[src/hdl/fabric_datapath_map.vh]
// constants for the fabric-side transceiver datapath block
// assumes a 100 MHz system clock; included by bare name
`ifndef FABRIC_DATAPATH_MAP_VH
`define FABRIC_DATAPATH_MAP_VH
// datapath kinds
`define DP_STANDARD 2'd0
`define DP_TENG 2'd1
`define DP_HIGHEST 2'd2
// register offsets
`define REG_CTRL 4'h0
`define REG_PLL_SEL 4'h1
`define REG_STATUS 4'h2
`define REG_SLIP 4'h3
`define REG_PLL_REF 4'h4
// control register fields
`define CTRL_RST_EMBED 0
`define CTRL_SYM_ORDER 1
`define CTRL_RX_SLIP 2
`define CTRL_TX_SLIP 3
`define CTRL_RESET_VAL 4'h1
// pll select fields
`define PLLSEL_MAIN_LSB 0
`define PLLSEL_CDR_LSB 4
`define PLLSEL_RATE_LSB 8
// reset sequence step time in ns and cycles at 10 ns
`define RST_STEP_NS 100
`define CLK_PERIOD_NS 10
`define RST_STEP_CYC (`RST_STEP_NS / `CLK_PERIOD_NS)
`define SLIP_W 5
`endif

[src/hdl/fabric_datapath.v]
// Summary of operation
// tx core clock writes tx fifo
// integrator enables tx core clock when needed
// rx core clock reads rx fifo; the code keeps it off on the highest rate path
// integrator enables rx core clock when needed
// tx slip before gearbox, max width-1; the slipper caps it at 31 when width is above 32
// five-bit slip count per lane
// slip one uses previous bit 63 lsb
// tx slip absent on highest rate path
// rx slip puts aligner in slip mode; the code gives slip mode on the 10g path only
// embedded reset on by default, edge start
// disabled: external resets, no ready outputs
// symbol order option reorders bytes
// one to four plls, lane selects
// integrator disables embedded reset for multi-pll
// five refclocks, per-pll index 0-4
// main pll index selects startup pll
// cdr input clock index 0-3
// pll output is base rate halved
// standard reconfig: tx 44, rx 64
// 10g reconfig: both buses 64
// integrator enables pll reconfig first
// management reset async active high level
// tx ready after leaving reset
// zero ready latency on data paths
// slip change only on word boundary
//
// fabric-side datapath of one lane: fifo clock selection, tx slip,
// symbol ordering, reset sequencer and pll selection
// assumes all pins synchronous to clk_sys except mgmt_reset
//
// Local design decisions: the register addresses and the plain strobed port.
`timescale 1ns/10ps
`default_nettype none
`include "fabric_datapath_map.vh"
module fabric_datapath #(
  parameter DATAPATH = `DP_TENG,
  parameter W = 64,
  parameter NUM_PLL = 4,
  parameter NUM_REF = 5,
  parameter RECONFIG = 1
) (
  // clock and reset
  input wire clk_sys,
  input wire arst_n,
  input wire mgmt_reset,
  // register port
  input wire [3:0] reg_addr,
  input wire [31:0] reg_wdata,
  input wire reg_wr,
  input wire reg_rd,
  output reg [31:0] reg_rdata_q,
  // optional core clock use flags
  input wire tx_coreclk_en,
  input wire rx_coreclk_en,
  output wire tx_fifo_wr_user_clk,
  output wire rx_fifo_rd_user_clk,
  // external reset inputs when embedded control is off
  input wire ext_pll_powerdown,
  input wire ext_tx_analog_rst,
  input wire ext_tx_digital_rst,
  input wire ext_rx_analog_rst,
  input wire ext_rx_digital_rst,
  // reset outputs to pma/pcs
  output wire pll_powerdown,
  output wire tx_analog_rst,
  output wire tx_digital_rst,
  output wire rx_analog_rst,
  output wire rx_digital_rst,
  output wire tx_ready,
  output wire rx_ready,
  // tx path
  input wire [4:0] tx_slip_count,
  input wire [63:0] tx_parallel_in,
  output reg [63:0] tx_to_gearbox_q,
  // rx path
  input wire [63:0] rx_from_pcs,
  output reg [63:0] rx_parallel_out_q,
  output wire rx_aligner_slip_mode,
  // pll and clock selection
  output wire [3:0] tx_pll_onehot,
  output wire [2:0] active_pll_ref,
  output wire [1:0] cdr_ref_sel,
  output wire [1:0] pll_base_mult_log2
);
  localparam TXW = (DATAPATH == `DP_STANDARD && RECONFIG) ? 44 : 64;
  localparam RXW = 64;
  localparam FW = (W < TXW) ? W : TXW;
  localparam SLIP_OK = (DATAPATH != `DP_HIGHEST);
  localparam [3:0] ST_IDLE = 4'b0001;
  localparam [3:0] ST_PLL = 4'b0010;
  localparam [3:0] ST_ANALOG = 4'b0100;
  localparam [3:0] ST_DONE = 4'b1000;

  reg [3:0] ctrl_q;
  reg [1:0] main_pll_q;
  reg [1:0] cdr_sel_q;
  reg [1:0] rate_q;
  reg [11:0] pll_ref_q;
  reg [3:0] state_q;
  reg [3:0] state_d;
  reg [7:0] cnt_q;
  reg mr_s1_q;
  reg mr_s2_q;
  reg mr_s3_q;
  reg start_q;
  wire embed;
  wire mr_rise;
  wire [63:0] slipped;
  wire [63:0] tx_sym;
  wire [63:0] rx_sym;
  wire [FW-1:0] tx_field;
  wire step_done;

  assign embed = ctrl_q[`CTRL_RST_EMBED];

  // core clock flags: the fifo side follows the user clock when enabled, for rx except on the highest rate path
  assign tx_fifo_wr_user_clk = tx_coreclk_en;
  assign rx_fifo_rd_user_clk = rx_coreclk_en & (DATAPATH != `DP_HIGHEST);

  // mgmt reset is async, so it is synchronised before edge detection
  always @(posedge clk_sys or negedge arst_n)
  begin
    if (!arst_n)
    begin
      mr_s1_q <= 1'b0;
      mr_s2_q <= 1'b0;
      mr_s3_q <= 1'b0;
    end
    else
    begin
      mr_s1_q <= mgmt_reset;
      mr_s2_q <= mr_s1_q;
      mr_s3_q <= mr_s2_q;
    end
  end
  assign mr_rise = mr_s2_q & ~mr_s3_q;

  // registers written by software
  always @(posedge clk_sys or negedge arst_n)
  begin
    if (!arst_n)
    begin
      ctrl_q <= `CTRL_RESET_VAL;
      main_pll_q <= 2'h0;
      cdr_sel_q <= 2'h0;
      rate_q <= 2'h0;
      pll_ref_q <= 12'h0;
    end
    else if (reg_wr)
    begin
      if (reg_addr == `REG_CTRL)
        ctrl_q <= reg_wdata[3:0];
      else if (reg_addr == `REG_PLL_SEL)
      begin
        // out-of-range pll indices fall back to pll 0
        main_pll_q <= (reg_wdata[`PLLSEL_MAIN_LSB+:2] < NUM_PLL) ? reg_wdata[`PLLSEL_MAIN_LSB+:2] : 2'h0;
        cdr_sel_q <= reg_wdata[`PLLSEL_CDR_LSB+:2];
        rate_q <= reg_wdata[`PLLSEL_RATE_LSB+:2];
      end
      else if (reg_addr == `REG_PLL_REF)
        pll_ref_q <= reg_wdata[11:0];
    end
  end

  // read port: data in the cycle after the strobe, unmapped reads zero
  always @(posedge clk_sys or negedge arst_n)
  begin
    if (!arst_n)
      reg_rdata_q <= 32'h0;
    else if (reg_rd)
    begin
      if (reg_addr == `REG_CTRL)
        reg_rdata_q <= {28'h0, ctrl_q};
      else if (reg_addr == `REG_PLL_SEL)
        reg_rdata_q <= {22'h0, rate_q, 2'h0, cdr_sel_q, 2'h0, main_pll_q};
      else if (reg_addr == `REG_STATUS)
        reg_rdata_q <= {28'h0, state_q};
      else if (reg_addr == `REG_SLIP)
        reg_rdata_q <= {27'h0, tx_slip_count};
      else if (reg_addr == `REG_PLL_REF)
        reg_rdata_q <= {20'h0, pll_ref_q};
      else
        reg_rdata_q <= 32'h0;
    end
    else
      reg_rdata_q <= 32'h0;
  end

  // embedded reset sequencer, restarted by every mgmt reset rising edge
  assign step_done = (cnt_q == `RST_STEP_CYC - 1);
  always @*
  begin
    state_d = state_q;
    case (state_q)
      ST_IDLE: state_d = ST_PLL;
      ST_PLL: if (step_done) state_d = ST_ANALOG;
      ST_ANALOG: if (step_done) state_d = ST_DONE;
      ST_DONE: state_d = ST_DONE;
      default: state_d = ST_IDLE;
    endcase
    if (start_q)
      state_d = ST_IDLE;
  end

  always @(posedge clk_sys or negedge arst_n)
  begin
    if (!arst_n)
    begin
      state_q <= ST_IDLE;
      cnt_q <= 8'h0;
      start_q <= 1'b0;
    end
    else
    begin
      start_q <= mr_rise;
      state_q <= state_d;
      cnt_q <= (state_d != state_q || step_done) ? 8'h0 : cnt_q + 8'h1;
    end
  end

  // reset outputs: sequencer when embedded, else external pins pass through
  assign pll_powerdown = embed ? state_q[0] : ext_pll_powerdown;
  assign tx_analog_rst = embed ? (state_q[0] | state_q[1]) : ext_tx_analog_rst;
  assign rx_analog_rst = embed ? (state_q[0] | state_q[1]) : ext_rx_analog_rst;
  assign tx_digital_rst = embed ? ~state_q[3] : ext_tx_digital_rst;
  assign rx_digital_rst = embed ? ~state_q[3] : ext_rx_digital_rst;
  // ready is absent (held low) when resets are external
  assign tx_ready = embed & state_q[3];
  assign rx_ready = embed & state_q[3];

  // tx path: slip only on standard and 10g paths
  tx_bit_slipper #(
    .W(FW)
  ) u_slip (
    .clk_sys(clk_sys),
    .arst_n(arst_n),
    .enable(ctrl_q[`CTRL_TX_SLIP] & SLIP_OK),
    .slip(tx_slip_count),
    .din(tx_field),
    .dout_q(slipped[FW-1:0])
  );
  // only the low fabric-width bits are carried
  assign tx_field = tx_parallel_in[FW-1:0];
  generate
    if (FW < 64)
    begin : g_pad
      assign slipped[63:FW] = {(64-FW){1'b0}};
    end
  endgenerate

  // symbol order option reverses byte order across the whole 64-bit word
  genvar b;
  generate
    for (b = 0; b < 8; b = b + 1)
    begin : g_sym
      assign tx_sym[8*b+:8] = slipped[8*(7-b)+:8];
      assign rx_sym[8*b+:8] = rx_from_pcs[8*(7-b)+:8];
    end
  endgenerate

  // data outputs registered; zero ready latency means no stall path
  always @(posedge clk_sys or negedge arst_n)
  begin
    if (!arst_n)
    begin
      tx_to_gearbox_q <= 64'h0;
      rx_parallel_out_q <= 64'h0;
    end
    else
    begin
      tx_to_gearbox_q <= ctrl_q[`CTRL_SYM_ORDER] ? tx_sym : slipped;
      rx_parallel_out_q <= ctrl_q[`CTRL_SYM_ORDER] ? rx_sym : rx_from_pcs;
    end
  end

  // aligner slip mode exists only on the 10g path
  assign rx_aligner_slip_mode = ctrl_q[`CTRL_RX_SLIP] & (DATAPATH == `DP_TENG);

  // pll selection: one-hot active pll and its reference index
  genvar p;
  generate
    for (p = 0; p < 4; p = p + 1)
    begin : g_pll
      assign tx_pll_onehot[p] = (main_pll_q == p) && (p < NUM_PLL);
    end
  endgenerate
  // reference indices at or above the configured count clamp to zero
  assign active_pll_ref = (pll_ref_q[3*main_pll_q+:3] < NUM_REF) ? pll_ref_q[3*main_pll_q+:3] : 3'h0;
  assign cdr_ref_sel = cdr_sel_q;
  // base rate multiplier as log2 (1,2,4,8); output clock is base/2
  assign pll_base_mult_log2 = rate_q;
endmodule // fabric_datapath
`default_nettype wire

[src/hdl/tx_bit_slipper.v]
// one-lane transmit bit slip ahead of the gearbox
// assumes words arrive each clock; slip count is registered here
`timescale 1ns/10ps
`default_nettype none
module tx_bit_slipper #(
  parameter W = 64
) (
  // clock and reset
  input wire clk_sys,
  input wire arst_n,
  // control
  input wire enable,
  input wire [4:0] slip,
  // data
  input wire [W-1:0] din,
  output reg [W-1:0] dout_q
);
  reg [W-1:0] prev_q;
  reg [4:0] slip_q;
  wire [2*W-1:0] pair;
  wire [2*W-1:0] shifted;
  wire [4:0] slip_lim;
  // largest legal slip, also bounded by what five count bits can hold
  localparam [31:0] SLIP_MAX_I = (W > 32) ? 31 : W - 1;

  // clamp to width minus one, or to 31 above 32 bits, so the window never leaves the pair
  assign slip_lim = (slip > SLIP_MAX_I) ? SLIP_MAX_I[4:0] : slip;
  assign pair = {din, prev_q};
  // slip n takes low n bits from the previous word's top
  assign shifted = pair >> (W - slip_q);

  // slip applies only on word boundary, one register stage
  always @(posedge clk_sys or negedge arst_n)
  begin
    if (!arst_n)
    begin
      prev_q <= {W{1'b0}};
      slip_q <= 5'h0;
      dout_q <= {W{1'b0}};
    end
    else
    begin
      prev_q <= din;
      slip_q <= enable ? slip_lim : 5'h0;
      dout_q <= (slip_q == 5'h0) ? din : shifted[W-1:0];
    end
  end
endmodule // tx_bit_slipper
`default_nettype wire

[config.mk]
export PLATFORM = sky130hd
export DESIGN_NAME = fabric_datapath
export DESIGN_NICKNAME = d
export VERILOG_FILES = /design/src/hdl/fabric_datapath.v /design/src/hdl/tx_bit_slipper.v
export VERILOG_INCLUDE_DIRS = /design/src /design/src/hdl
export SDC_FILE = /design/constraint.sdc
export NUM_CORES = 1
export LEC_CHECK = 0
export BUFFER_PORTS_ARGS = -buffer_cell sky130_fd_sc_hd__clkbuf_2
export CAP_MARGIN = 30
export CORE_MARGIN = 2
export CORE_UTILIZATION = 35
export DETAILED_ROUTE_END_ITERATION = 12
export PLACE_DENSITY = 0.61
export SYNTH_ARGS = -nofsm -noshare
export SYNTH_HDL_FRONTEND = slang
export SYNTH_SLANG_ARGS = --single-unit
[constraint.sdc]
create_clock -name clk_sys -period 4.57 [get_ports clk_sys]
set_clock_uncertainty 0.2 [all_clocks]
set_input_delay 0.457 -clock clk_sys [delete_from_list [all_inputs] [get_ports clk_sys]]
set_output_delay 0.457 -clock clk_sys [all_outputs]
set_load 0.01 [all_outputs]
# Word level (Yosys, flattened, before mapping)
# Index checks and enable logic that the tools add are counted.
# Widths: inputs -> output; s select.
[totals]
word_cells = 71
inputBits = 181
n_memories = 0
rom_bits = 0
output_inout_bits = 181
reg_bits = 331
latchBits = 0
ram_bits = 0
[classes]
n_mul = 1
n_reduce_logical = 7
magnitude_cmp = 1
mux = 21
bitwise = 7
div = 0
shift = 2
eq_ne = 13
addsub = 2
[ops]
columns = ["operator", "n"]
rows = [
  ["$mux 64", 3],
  ["$shr 128x32->64", 1],
  ["$mux 12", 5],
  ["$mux 32", 1],
  ["$pmux 4 s4", 1],
  ["$eq 4x2->1 const B", 3],
  ["$mux 4", 3],
  ["$shiftx 12x5->3", 1],
  ["$add 8x1->8 const B", 1],
  ["$eq 4x1->1 const B", 2],
  ["$eq 4x3->1 const B", 2],
  ["$eq 8x4->1 const B", 1],
  ["$mux 8", 1],
  ["$sub 7x5->8 const A", 1],
  ["$logic_not 5->1", 1],
  ["$mux 1", 5],
  ["$mux 5", 1],
  ["$eq 2x2->1 const B", 2],
  ["$eq 4x4->1 const B", 1],
  ["$logic_not 4->1", 1],
  ["$mul 2x2->4 const A", 1],
  ["$ne 4x4->1", 1],
  ["$not 1->1", 4],
  ["$reduce_and 4->1", 1],
  ["9 further kinds", 10],
]

# Longest topological paths before layout
# Gate-level depths: netlist (run 1).
[logic_depth]
word_depth = 7
depth_mapped = 20
mapped_depth_nobuf = 11

# By module
# A second synthesis (run 1) with hierarchy kept.
[hier_totals]
hier_cells = 1983
area_unflattened_um2 = 21037.7
[by_module_without_submodules]
columns = ["module", "instances", "cells_each", "area_each_um2", "seq_area_each_um2"]
rows = [
  ["tx_bit_slipper", 1, 1479, 13708.1, 3328.2],
  ["fabric_datapath", 1, 504, 7329.5, 4456.8],
]

# Worst setup path after synthesis (run 1)
# Ideal clock, no wire load.
[synth_path]
path_kind = "reg-to-reg"
start = "register u_slip.slip_q[0]"
end = "register u_slip.dout_q[36]"
arrival_time_ns = 3.982
synth_period_minus_slack_ns = 4.316
setup_time_ns = 0.134
n_path_buf = 6
required_time_ns = 4.236
stages_incl_launch_ff = 15
slack_ns = 0.254
cell_sequence = "dfrtp_1 buf_4 inv_1 buf_2 buf_2 buf_2 buf_2 ha_1 xor2_1 buf_2 mux4_1 mux4_2 mux2_4 a222oi_1 o21ai_1"
[synth_via]
elab_chain_len = 3
elab_cells_between_ends = 4
cone_classes = "add/sub: 1; shift: 1; mux: 1; reduce/logical: 1"
[synth_rtl]
columns = ["element", "line", "text"]
rows = [
  ["start: declaration", "tx_bit_slipper.v:19", "reg [4:0] slip_q;"],
  ["start signal: assignment", "tx_bit_slipper.v:44", "slip_q <= enable ? slip_lim : 5'h0;"],
  ["$sub 7x5->8", "tx_bit_slipper.v:30", "assign shifted = pair >> (W - slip_q);"],
  ["$shr 128x32->64", "tx_bit_slipper.v:30", ""],
  ["$mux 64 (*)", "tx_bit_slipper.v:45", "dout_q <= (slip_q == 5'h0) ? din : shifted[W-1:0];"],
  ["end signal: assignment", "tx_bit_slipper.v:39", "dout_q <= {W{1'b0}};"],
  ["end signal: assignment", "tx_bit_slipper.v:45", ""],
  ["end: declaration", "tx_bit_slipper.v:16", "output reg [W-1:0] dout_q"],
]
# Every way passes the cells marked *; elsewhere a longest branch is shown, timed or not.
# A chain may end at the register's enable or synchronous reset.

# Worst setup path in the final report (run 1)
[layout_path]
start = "register u_slip.slip_q[1]"
end = "register u_slip.dout_q[45]"
# The elaborated chain is that of the path after synthesis.

==> results_tabular.tex, run 1 <==
\begin{tabular}{lr}
\hline
Metric & Value \\
\hline
\multicolumn{2}{l}{\textbf{STA}} \\
Worst slew pin tran & 0.885 ns \\
Worst slew margin relative to its limit & 40.6\% \\
Setup TNS after final layout & 0 ns \\
RSZ-0062 raised after global routing & no \\
Achievable Freq & 235 MHz \\
Count of endpoints failing setup in the final report & 0 \\
Number of max-slew violations in the final report & 0 \\
Final worst path period share & 93.3\% \\
Smallest setup slack after layout & 0.308 ns \\
Clock period minus worst slack & 4.26 ns \\
Count of final hold-check violations & 0 \\
\multicolumn{2}{l}{\textbf{Cells and area}} \\
Area Overhead vs Synth & 27.4\% \\
Total area of multi-input combinational cells & 12000 sq um \\
Area occupied by registers & 7790 sq um \\
Final design utilization & 45.3\% \\
Finished Layout Cells & 3096 \\
Net count of the finished layout & 2490 \\
Share of cells above drive strength 1 & 38.1\% \\
Fillcell total & 5356 \\
\multicolumn{2}{l}{\textbf{Worst setup path}} \\
Most frequent cell on the critical path & buf\_4 \\
Setup crit start kind & register \\
Critical path, cell by cell & inv\_1, ha\_4, xor2\_4, buf\_12, buf\_4, mux2i\_1, a32o\_1, a221oi\_1, buf\_4, nor2\_1, o2bb2ai\_1, o21ai\_0 \\
Start-to-end type of the worst setup path & register to register \\
Cell type group with the largest total delay on the critical path & compound AO/OA/AOI/OAI gates \\
Critical Path RT & 4.74 ns \\
Worst reg2reg path depth & 12 \\
CP Max Fanout & 29 \\
Slowest library cell on the worst path & mux2i\_1 \\
Depth of the critical timing path with buffers and inverters included & 12 \\
Critical Path Max Stage Delay & 0.61 ns \\
Setup crit end kind & register \\
Buffers plus inverters on the worst setup path & 4 \\
Worst path arrival time & 4.43 ns \\
\multicolumn{2}{l}{\textbf{Drt}} \\
Initial drt markers & 2578 \\
\# DRC & 0 \\
Sum of routed wire length over all layers & 98.0 mm \\
Post-detailed-route wirelength per cell & 31.7 um \\
Count of antenna-violating nets left after detailed routing & 0 \\
Total via count after detailed routing & 19300 \\
Number of iterations in the first detailed-routing pass & 6 \\
Vias per cell & 6.22 \\
\multicolumn{2}{l}{\textbf{Place}} \\
Placement-stage worst setup slack & 0.398 ns \\
Number of I/O port buffers & 317 \\
Final Wtd Congestion & 1.06 \\
Cell count after placement & 2866 \\
HPWL after detailed placement & 74.6 mm \\
\multicolumn{2}{l}{\textbf{Global route}} \\
Via count of the first global-routing pass & 18800 \\
Total congestion overflow after global routing & 0 \\
GR Util All Layers & 31.8\% \\
Global-route wire length before repair & 138 mm \\
Initial antenna violation count & 9 \\
Largest net degree at the start of global routing & 111 \\
\multicolumn{2}{l}{\textbf{Hold path}} \\
HP Class & input port to register \\
Hold-critical path depth & 1 \\
\multicolumn{2}{l}{\textbf{Pwr}} \\
P\_leak & 0.0113 uW \\
Peak VDD IR & 0.348 mV \\
Power density cells & 611 nW/um\^{}2 \\
Overall Power & 16000 uW \\
\multicolumn{2}{l}{\textbf{Synthesis}} \\
Post-synthesis cell type count & 80 \\
Predominant post-synthesis flop cell & dfrtp\_1 \\
Post-synthesis simple-gate area fraction & 8.52\% \\
Part of the Yosys area used for sequential elements & 37.7\% \\
Share of the synthesized netlist area taken by xor and xnor gates & 0.419\% \\
Warning count from the yosys run & 0 \\
Post-synthesis register bit count & 311 \\
Cell type with the largest total area after synthesis & dfrtp\_1 \\
Number of synthesized flops with an enable pin & 0 \\
Area fraction of the dominant cell type after synthesis & 37.5\% \\
Mean instance size in the synthesized netlist & 11.3 sq um \\
Asr flop ratio synth & 100\% \\
Netlist Area Pre-Place & 20600 sq um \\
Gate Count Post-Synth & 1823 \\
Mux share of post-synthesis cell area & 34.0\% \\
Dominant combinational cell family by area after synthesis & multiplexers \\
Synth Area in Adders & 0.243\% \\
Cell types with the largest area share after synthesis & dfrtp\_1 37\%, mux4\_2 15\%, mux2\_2 13\% \\
Synth Area in Compound Gates & 14.2\% \\
\multicolumn{2}{l}{\textbf{CTS}} \\
CTS tree & done \\
Cell at the root of the clock tree & clkbuf\_16 \\
Setup fix buffers added after clock tree synthesis & 0 \\
Clock slew at the register clock pins of the worst setup and hold paths & 0.06 ns \\
Total clock buffers created by CTS & 36 \\
Clock tree sinks & 311 \\
Buffer levels on the longest clock path & 3 \\
Source-to-sink clock delay at the later pin of the worst-skew pair & 0.57 ns \\
CTS H-tree lvls & 2 \\
\multicolumn{2}{l}{\textbf{Floorplanning}} \\
Die span in y & 247 um \\
Cell row count & 88 \\
Die area & 60900 sq um \\
Core Box Area & 58000 sq um \\
Number of top-level pins & 362 \\
Initial Util & 35.5\% \\
DIE WIDTH & 247 um \\
\multicolumn{2}{l}{\textbf{Outcome}} \\
Result of the run & finished clean \\
\multicolumn{2}{l}{\textbf{Run}} \\
Number of max-capacitance violations reported & 0 \\
\hline
\end{tabular}
-- cells in the mapped netlist (all sizes together) (6+ instances only) --
library cell	count
a21oi	76
clkbuf	79
xor2	6
a221oi	16
nand2	150
a211o	6
a22o	9
a31oi	10
a22oi	84
mux2i	120
a221o	8
a211oi	17
dfrtp	309
nor4	9
o221ai	9
nor2b	8
nor3	35
mux2	236
o22ai	15
o21ai	77
and3	11
o211ai	27
a222oi	6
and2	12
inv	18
nand2b	6
nand3	27
nor2	106
or3	6
buf	98
mux4	139
-- logic make-up (layout without fill, tap and decap cells) --
family	count (synthesis)	in the layout
buf+inv	195	681
compound gates	421	421
fa+ha+maj	4	4
flops	311	311
other cells	1	23
mux	495	495
simple gates	387	387
xor+xnor	9	9
-- path summary, 6_finish.rpt --
path / slack (ns) / to / start
max: 0.31 / u_slip.dout_q[45] / u_slip.slip_q[1]
min reg2reg: 0.17 / mr_s2_q / mr_s1_q
min in group asynchronous: 0.29 / u_slip.prev_q[27] / arst_n
max reg2reg: 0.31 / u_slip.dout_q[45] / u_slip.slip_q[1]
min: 0.04 / u_slip.prev_q[12] / tx_parallel_in[12]
max in group asynchronous: 2.84 / rx_parallel_out_q[40] / arst_n
-- metal layers --
layer,vias to the layer above,GRT usage [%],wire (um)
li1,7984,-,-
met1,9716,43.7,40000
met2,1325,47.8,42800
met3,237,7.29,10200
met4,6,13.9,4980
met5,-,0,41
-- power by group --
group	total, uW	internal [uW]	switching, uW
clock network	2810	1660	1160
logic	9250	3620	5620
registers	3980	3520	463
-- flip-flops by register name (all words and copies together), names as in the netlist --
register / cells
pll_base_mult_log2: 2
pll_ref_q: 12
u_slip.prev_q: 64
u_slip.slip_q: 5
tx_to_gearbox_q: 64
cnt_q: 8
ctrl_q: 4
state_q: 4
cdr_ref_sel: 2
main_pll_q: 2
start_q: 1
mr_s1_q: 1
mr_s3_q: 1
reg_rdata_q: 12
mr_s2_q: 1
rx_parallel_out_q: 64
u_slip.dout_q: 64
-- placed cells by master, fill, tap and decap left out, types with 12 or more instances in the layout --
cell type and instances:
a211oi_1 17, a21oi_1 75, a221oi_1 16, a22oi_1 84, buf_12 12, buf_4 105, clkbuf_16 36, clkbuf_2 316
conb_1 20, dfrtp_1 307, dlygate4sd3_1 166, inv_1 16, mux2_2 234, mux2i_1 120, mux4_2 133, nand2_1 149
nand3_1 27, nor2_1 104, nor3_1 33, o211ai_1 27, o21ai_0 72, o22ai_1 15
-- per-stage QoR --
| stage | cell area (sq um) | hold WS, ns |
|---|---|---|
| floorplan | 20700 | -0.0386 |
| global placement | 23400 | 0.143 |
| detailed placement | 23400 | 0.164 |
| CTS | 26300 | 0.00143 |
| global route | 26300 | 0.00246 |
| finish | 26300 | 0.0426 |
-- final cells by class --
type,count,area share [%]
diodes,3,0.0286
multi-input cells,1336,45.6
flip-flops and latches,311,29.7
clock buffers,51,3.99
clock inverters,10,0.424
repair buffers,602,16.4
inverters,18,0.257
well taps,765,3.64
-- timing repair --
item / 4_1_cts / 5_1_grt
resized for setup: 0 / 0
hold endpoints to repair: 229 / 0
hold buffers: 166 / 0
Power figures use the tool's default switching activity.
==> run 2, diff against run 1 <==
HOLD_SLACK_MARGIN = 0.08   (was unset)
MAX_ROUTING_LAYER = met4   (was unset)
TNS_END_PERCENT = 1   (was unset)
==> results_tabular.tex, run 2 (synthesis gave the netlist of run 1 again) <==
\begin{tabular}{lr}
\hline
Metric & Value \\
\hline
\multicolumn{2}{l}{\textbf{Drt}} \\
Total via count after detailed routing & 19400 (+0.81\%) \\
Vias per cell & 6.18 (-0.72\%) \\
Count of antenna-violating nets left after detailed routing & 0 (unchanged) \\
\# DRC & 0 (unchanged) \\
Number of iterations in the first detailed-routing pass & 7 (+1) \\
Initial drt markers & 2676 (+3.8\%) \\
Post-detailed-route wirelength per cell & 32.5 um (+2.6\%) \\
Sum of routed wire length over all layers & 102 mm (+4.2\%) \\
\multicolumn{2}{l}{\textbf{Pwr}} \\
Pint & 8980 uW (+2.0\%) \\
P\_leak & 0.0115 uW (+2.0\%) \\
Power density cells & 617 nW/um\^{}2 (+1.0\%) \\
Share of total power in the clock network & 17.9\% (+0.4 points) \\
Peak VDD IR & 0.392 mV (+13\%) \\
Overall Power & 16500 uW (+2.7\%) \\
Part of the power in registers & 24.2\% (-0.6 points) \\
Net Sw Power & 7490 uW (+3.4\%) \\
Sw frac & 45.5\% (+0.33 points) \\
Comb pwr share & 57.9\% (+0.3 points) \\
\multicolumn{2}{l}{\textbf{STA}} \\
Count of final hold-check violations & 0 (unchanged) \\
Setup TNS after final layout & 0 ns (unchanged) \\
Worst slew margin relative to its limit & 35.7\% (-4.9 points) \\
RSZ-0062 raised after global routing & no \\
Worst slew pin tran & 0.954 ns (+0.0684 ns) \\
Smallest setup slack after layout & 0.151 ns (-0.157 ns) \\
Number of max-slew violations in the final report & 0 (unchanged) \\
Final worst path period share & 96.7\% (+3.4 points) \\
Achievable Freq & 226 MHz (-3.5\%) \\
Count of endpoints failing setup in the final report & 0 (unchanged) \\
Clock period minus worst slack & 4.42 ns (+0.157 ns) \\
\multicolumn{2}{l}{\textbf{Floorplanning}} \\
DIE WIDTH & 247 um (unchanged) \\
Core Box Area & 58000 sq um (unchanged) \\
Die area & 60900 sq um (unchanged) \\
Number of top-level pins & 362 (unchanged) \\
Die span in y & 247 um (unchanged) \\
Cell row count & 88 (unchanged) \\
Initial Util & 35.5\% (unchanged) \\
\multicolumn{2}{l}{\textbf{Worst setup path}} \\
Setup crit end kind & register \\
CP Max Fanout & 13 (-55\%) \\
Worst path arrival time & 4.72 ns (+0.29 ns) \\
Start-to-end type of the worst setup path & register to register \\
Critical Path RT & 4.88 ns (+0.14 ns) \\
Setup crit start kind & register \\
\multicolumn{2}{l}{\textbf{Run}} \\
Number of max-capacitance violations reported & 0 (unchanged) \\
\multicolumn{2}{l}{\textbf{CTS}} \\
Buffer levels on the longest clock path & 3 (unchanged) \\
CTS tree & done \\
Post-CTS Resized & 0 (unchanged) \\
Clock tree sinks & 311 (unchanged) \\
Clock slew at the register clock pins of the worst setup and hold paths & 0.06 ns (about the same) \\
Total clock buffers created by CTS & 37 (+2.8\%) \\
Hold-fix buffers at CTS & 180 (+8.4\%) \\
Source-to-sink clock delay at the later pin of the worst-skew pair & 0.58 ns (about the same) \\
Cell at the root of the clock tree & clkbuf\_16 \\
Setup fix buffers added after clock tree synthesis & 0 (unchanged) \\
CTS H-tree lvls & 2 (unchanged) \\
\multicolumn{2}{l}{\textbf{Outcome}} \\
Result of the run & finished clean \\
\multicolumn{2}{l}{\textbf{Cells and area}} \\
Area Overhead vs Synth & 29.4\% \\
Finished Layout Cells & 3144 (+1.6\%) \\
Most common library cell in the layout ignoring fill and taps & clkbuf\_2 \\
Net count of the finished layout & 2525 (+1.4\%) \\
Highest-count cells in the layout ignoring fill and taps & 316 x clkbuf\_2, 307 x dfrtp\_1, 234 x mux2\_2 \\
Share of cells above drive strength 1 & 38.6\% (+0.52 points) \\
Final design utilization & 46.0\% (+0.74 points) \\
\multicolumn{2}{l}{\textbf{Global route}} \\
Largest net degree at the start of global routing & 109 (-1.8\%) \\
GR Util All Layers & 34.1\% (+2.3 points) \\
Total congestion overflow after global routing & 0 (unchanged) \\
Via count of the first global-routing pass & 19000 (+1.3\%) \\
Global-route wire length before repair & 143 mm (+3.5\%) \\
Initial antenna violation count & 10 (+1) \\
\multicolumn{2}{l}{\textbf{Place}} \\
HPWL after detailed placement & 77.9 mm (+4.4\%) \\
Number of I/O port buffers & 317 (unchanged) \\
Final Wtd Congestion & 1.09 (+2.6\%) \\
Placement-stage worst setup slack & 0.272 ns (-0.126 ns) \\
Cell count after placement & 2884 (+0.63\%) \\
\multicolumn{2}{l}{\textbf{Hold path}} \\
HP Class & input port to register \\
\hline
\end{tabular}
==> run 2: power groups by stage <==
stage	combinational (uW)	clock (uW)	sequential (uW)
after floorplan	4980	0	4010
after global placement	9050	0	3990
after detailed placement	9000	0	4040
after CTS	9200	3030	3990
after global routing	9810	3160	4080
final	9530	2960	3980
==> run 2: cell type report <==
cell class | count | area, sq um
Fill cell | 5262 | 31300
Multi-Input combinational cell | 1336 | 12000
Clock buffer | 49 | 1040
Antenna cell | 10 | 25.0
Sequential cell | 311 | 7790
Clock inverter | 19 | 206
Tap cell | 765 | 957
Inverter | 18 | 67.6
Timing Repair Buffer | 636 | 4620
==> run 2: critical path, cell delays in order, from the launching register on <==
cell	delay, ns
dfrtp_1	0.79
nor4_2	0.25
buf_12	0.22
nor3_2	0.76
buf_4	0.36
buf_4	0.20
a22oi_1	0.09
nand2_1	0.13
a21oi_1	0.15
mux2_2	0.29
o21ai_0	0.67
buf_4	0.22
==> run 2: routing by layer <==
metal | up-vias | share of wire, % | global-route usage (%)
met4 | 0 | 3.8 | 12.4
met5 | - | 0 | -
li1 | 8055 | - | -
met1 | 9936 | 42 | 45.3
met3 | 213 | 9.0 | 7.69
met2 | 1221 | 45 | 51.0
==> run 2: worst paths after layout <==
| kind | slack (ns) | depth (start not counted) | to | startpoint |
|---|---|---|---|---|
| setup reg to reg | 0.15 | 11 | u_slip.dout_q[43] | u_slip.slip_q[2] |
| hold reg to reg | 0.16 | 0 | mr_s2_q | mr_s1_q |
| min in group asynchronous | 0.33 | 2 | u_slip.prev_q[28] | arst_n |
| setup / recovery | 0.15 | 11 | u_slip.dout_q[43] | u_slip.slip_q[2] |
| hold / removal | 0.11 | 1 | u_slip.prev_q[51] | tx_parallel_in[51] |
| max in group asynchronous | 2.76 | 3 | ctrl_q[1] | arst_n |
==> run 2: per-stage QoR <==
stage                     cell area, sq um  hold slack [ns]
after global routing                 26700           0.0916
after global placement               23600            0.142
after CTS                            26700           0.0862
final                                26700            0.114
after floorplan                      20700          -0.0386
after detailed placement             23600            0.142
==> run 3, diff against run 2 <==
CTS_BUF_LIST = sky130_fd_sc_hd__clkbuf_8   (was unset)
==> results_tabular.tex, run 3 (synthesis gave the netlist of run 1 again) <==
\begin{tabular}{lr}
\hline
Metric & Value \\
\hline
\multicolumn{2}{l}{\textbf{Hold path}} \\
HP Class & register to register \\
Startpoint of the tightest hold check path & mr\_s1\_q \\
WHS Endpoint & mr\_s2\_q \\
Hold-critical path depth & 0 (-1) \\
\multicolumn{2}{l}{\textbf{Place}} \\
Area after DPL & 23600 sq um (unchanged) \\
HPWL after detailed placement & 77.9 mm (unchanged) \\
Cell count after placement & 2884 (unchanged) \\
Number of I/O port buffers & 317 (unchanged) \\
Final Wtd Congestion & 1.09 (unchanged) \\
\multicolumn{2}{l}{\textbf{STA}} \\
Worst slew margin relative to its limit & 36.0\% (+0.26 points) \\
RSZ-0062 raised after global routing & no \\
Worst hold slack across all endpoints & 0.160 ns (+0.0466 ns) \\
Worst slew pin tran & 0.955 ns (+0.00101 ns) \\
Count of final hold-check violations & 0 (unchanged) \\
Clock period minus worst slack & 4.38 ns (-0.0355 ns) \\
Setup TNS after final layout & 0 ns (unchanged) \\
Final worst path period share & 95.9\% (-0.78 points) \\
Achievable Freq & 228 MHz (+0.81\%) \\
Count of endpoints failing setup in the final report & 0 (unchanged) \\
Number of max-slew violations in the final report & 0 (unchanged) \\
\multicolumn{2}{l}{\textbf{Drt}} \\
Post-detailed-route wirelength per cell & 32.2 um (-1.0\%) \\
Vias per cell & 6.15 (-0.49\%) \\
Number of iterations in the first detailed-routing pass & 7 (unchanged) \\
\# DRC & 0 (unchanged) \\
Initial drt markers & 2595 (-3.0\%) \\
Sum of routed wire length over all layers & 102 mm (+0.19\%) \\
Count of antenna-violating nets left after detailed routing & 0 (unchanged) \\
Total via count after detailed routing & 19600 (+0.74\%) \\
\multicolumn{2}{l}{\textbf{Worst setup path}} \\
Worst path arrival time & 4.76 ns (+0.04 ns) \\
Cell type group with the largest total delay on the critical path & compound AO/OA/AOI/OAI gates \\
Worst reg2reg path depth & 10 (-1) \\
CP Max Fanout & 13 (unchanged) \\
Critical Path Max Stage Delay & 0.80 ns (about the same) \\
Launching point of the worst reg2reg path & u\_slip.slip\_q[2] \\
Setup crit end kind & register \\
Critical Path RT & 4.94 ns (+0.06 ns) \\
Slowest library cell on the worst path & nor3\_2 \\
Critical path, cell by cell & o31a\_1, nor3\_2, buf\_4, buf\_4, a22oi\_1, nand2\_1, a21oi\_1, mux2\_2, o21ai\_0, buf\_4 \\
Worst R2R End & u\_slip.dout\_q[43] \\
Buffers plus inverters on the worst setup path & 3 (-1) \\
Most frequent cell on the critical path & buf\_4 \\
R2R Setup Slk & 0.19 ns (+0.04 ns) \\
Setup crit start kind & register \\
Start-to-end type of the worst setup path & register to register \\
\multicolumn{2}{l}{\textbf{Pwr}} \\
Pint & 8860 uW (-1.4\%) \\
Peak VDD IR & 0.341 mV (-13\%) \\
Sw frac & 45.7\% (+0.26 points) \\
Part of the power in registers & 24.4\% (+0.2 points) \\
Share of total power in the clock network & 17.3\% (-0.6 points) \\
Power density cells & 610 nW/um\^{}2 (-1.1\%) \\
Overall Power & 16300 uW (-0.89\%) \\
Comb pwr share & 58.2\% (+0.3 points) \\
Net Sw Power & 7460 uW (-0.33\%) \\
P\_leak & 0.0116 uW (+0.92\%) \\
\multicolumn{2}{l}{\textbf{Cells and area}} \\
Highest-count cells in the layout ignoring fill and taps & 316 x clkbuf\_2, 307 x dfrtp\_1, 234 x mux2\_2 \\
Fillcell total & 5299 (+0.70\%) \\
Net count of the finished layout & 2549 (+0.95\%) \\
Most common library cell in the layout ignoring fill and taps & clkbuf\_2 \\
Share of cells above drive strength 1 & 38.9\% (+0.31 points) \\
Finished Layout Cells & 3183 (+1.2\%) \\
Total area of multi-input combinational cells & 12000 sq um (unchanged) \\
Final Cell Area & 26800 sq um (+0.21\%) \\
Area Overhead vs Synth & 29.7\% \\
Area occupied by registers & 7790 sq um (unchanged) \\
\multicolumn{2}{l}{\textbf{Floorplanning}} \\
Initial Util & 35.5\% (unchanged) \\
Die span in y & 247 um (unchanged) \\
Cell row count & 88 (unchanged) \\
DIE WIDTH & 247 um (unchanged) \\
Number of top-level pins & 362 (unchanged) \\
Die area & 60900 sq um (unchanged) \\
Core Box Area & 58000 sq um (unchanged) \\
\multicolumn{2}{l}{\textbf{Global route}} \\
Global-route wire length before repair & 144 mm (+0.31\%) \\
Largest net degree at the start of global routing & 109 (unchanged) \\
Initial antenna violation count & 8 (-2) \\
Total congestion overflow after global routing & 0 (unchanged) \\
Via count of the first global-routing pass & 19300 (+1.4\%) \\
GR Util All Layers & 34.2\% (+0.087 points) \\
\multicolumn{2}{l}{\textbf{CTS}} \\
CTS tree & done \\
Post-CTS Resized & 0 (unchanged) \\
Source-to-sink clock delay at the later pin of the worst-skew pair & 0.72 ns (+0.14 ns) \\
Clock tree sinks & 311 (unchanged) \\
Clock slew at the register clock pins of the worst setup and hold paths & 0.06 ns (about the same) \\
CTS H-tree lvls & 2 (unchanged) \\
Total clock buffers created by CTS & 53 (+43\%) \\
Buffer levels on the longest clock path & 3 (unchanged) \\
Cell at the root of the clock tree & clkbuf\_8 \\
\multicolumn{2}{l}{\textbf{Run}} \\
Number of max-capacitance violations reported & 0 (unchanged) \\
\multicolumn{2}{l}{\textbf{Outcome}} \\
Result of the run & finished clean \\
\hline
\end{tabular}
==> run 3: cell types whose count changed in the layout (fill, tap and decap cells not counted), moves of 2 or more <==
cell / delta
clkbuf_8: +63
clkbuf_16: -37
inv_1: +14
dlygate4sd3_1: +8
clkbuf_1: -5
clkinv_2: -3
bufinv_16: +2
inv_8: +2
==> run 3: worst register-to-register path, delay by kind of cell, from the launching register on <==
family | cells | cell delay [ns]
and+or+nand+nor | 2 | 0.93
buffers and inverters | 3 | 0.80
AOI/OAI and AO/OA | 4 | 1.47
DFF | 1 | 0.61
muxes | 1 | 0.29
==> run 3: area by class of cell <==
cell class                      instances  area share (%)
Clock buffer                           70            3.60
Timing Repair Buffer                  644            17.6
Clock inverter                         30           0.982
Multi-Input combinational cell       1336            44.8
Antenna cell                            9          0.0842
Inverter                               18           0.253
Sequential cell                       311            29.1
Tap cell                              765            3.58
==> run 3: worst max-delay path by stage <==
stage	start	end	slack, ns	cells after the start
floorplan	u_slip.slip_q[0]	u_slip.dout_q[36]	0.25	14
global placement	u_slip.slip_q[2]	u_slip.dout_q[43]	0.31	10
detailed placement	u_slip.slip_q[2]	u_slip.dout_q[43]	0.27	10
CTS	u_slip.slip_q[2]	u_slip.dout_q[43]	0.22	11
global route	u_slip.slip_q[2]	u_slip.dout_q[43]	0.04	11
finish	u_slip.slip_q[2]	u_slip.dout_q[43]	0.19	10
==> run 3: what timing repair did <==
action                    CTS  global route
hold endpoints to repair  283             0
hold buffers              188             0
setup buffers               0             0
==> run 3: per-stage QoR <==
step	utilization [%]	worst slack (ns)
after CTS	46.1	0.222
final	46.1	0.187
after global placement	40.7	0.311
after detailed placement	40.7	0.272
after floorplan	-	0.254
after global routing	46.1	0.0384
==> run 3: power groups by stage <==
stage               Combinational (uW)  Sequential [uW]  Clock (uW)
floorplan                         4980             4010           0
global placement                  9050             3990           0
detailed placement                9000             4040           0
CTS                               9210             3990        2910
global route                      9820             4070        3040
finish                            9510             3990        2830
==> run 3: metal layers <==
metal | vias to the layer above | share of wire [%] | track usage [%]
li1 | 8128 | - | -
met1 | 9966 | 41 | 45.1
met2 | 1228 | 45 | 50.7
met3 | 247 | 9.4 | 8.32
met4 | 0 | 4.5 | 13.1
met5 | - | 0 | -
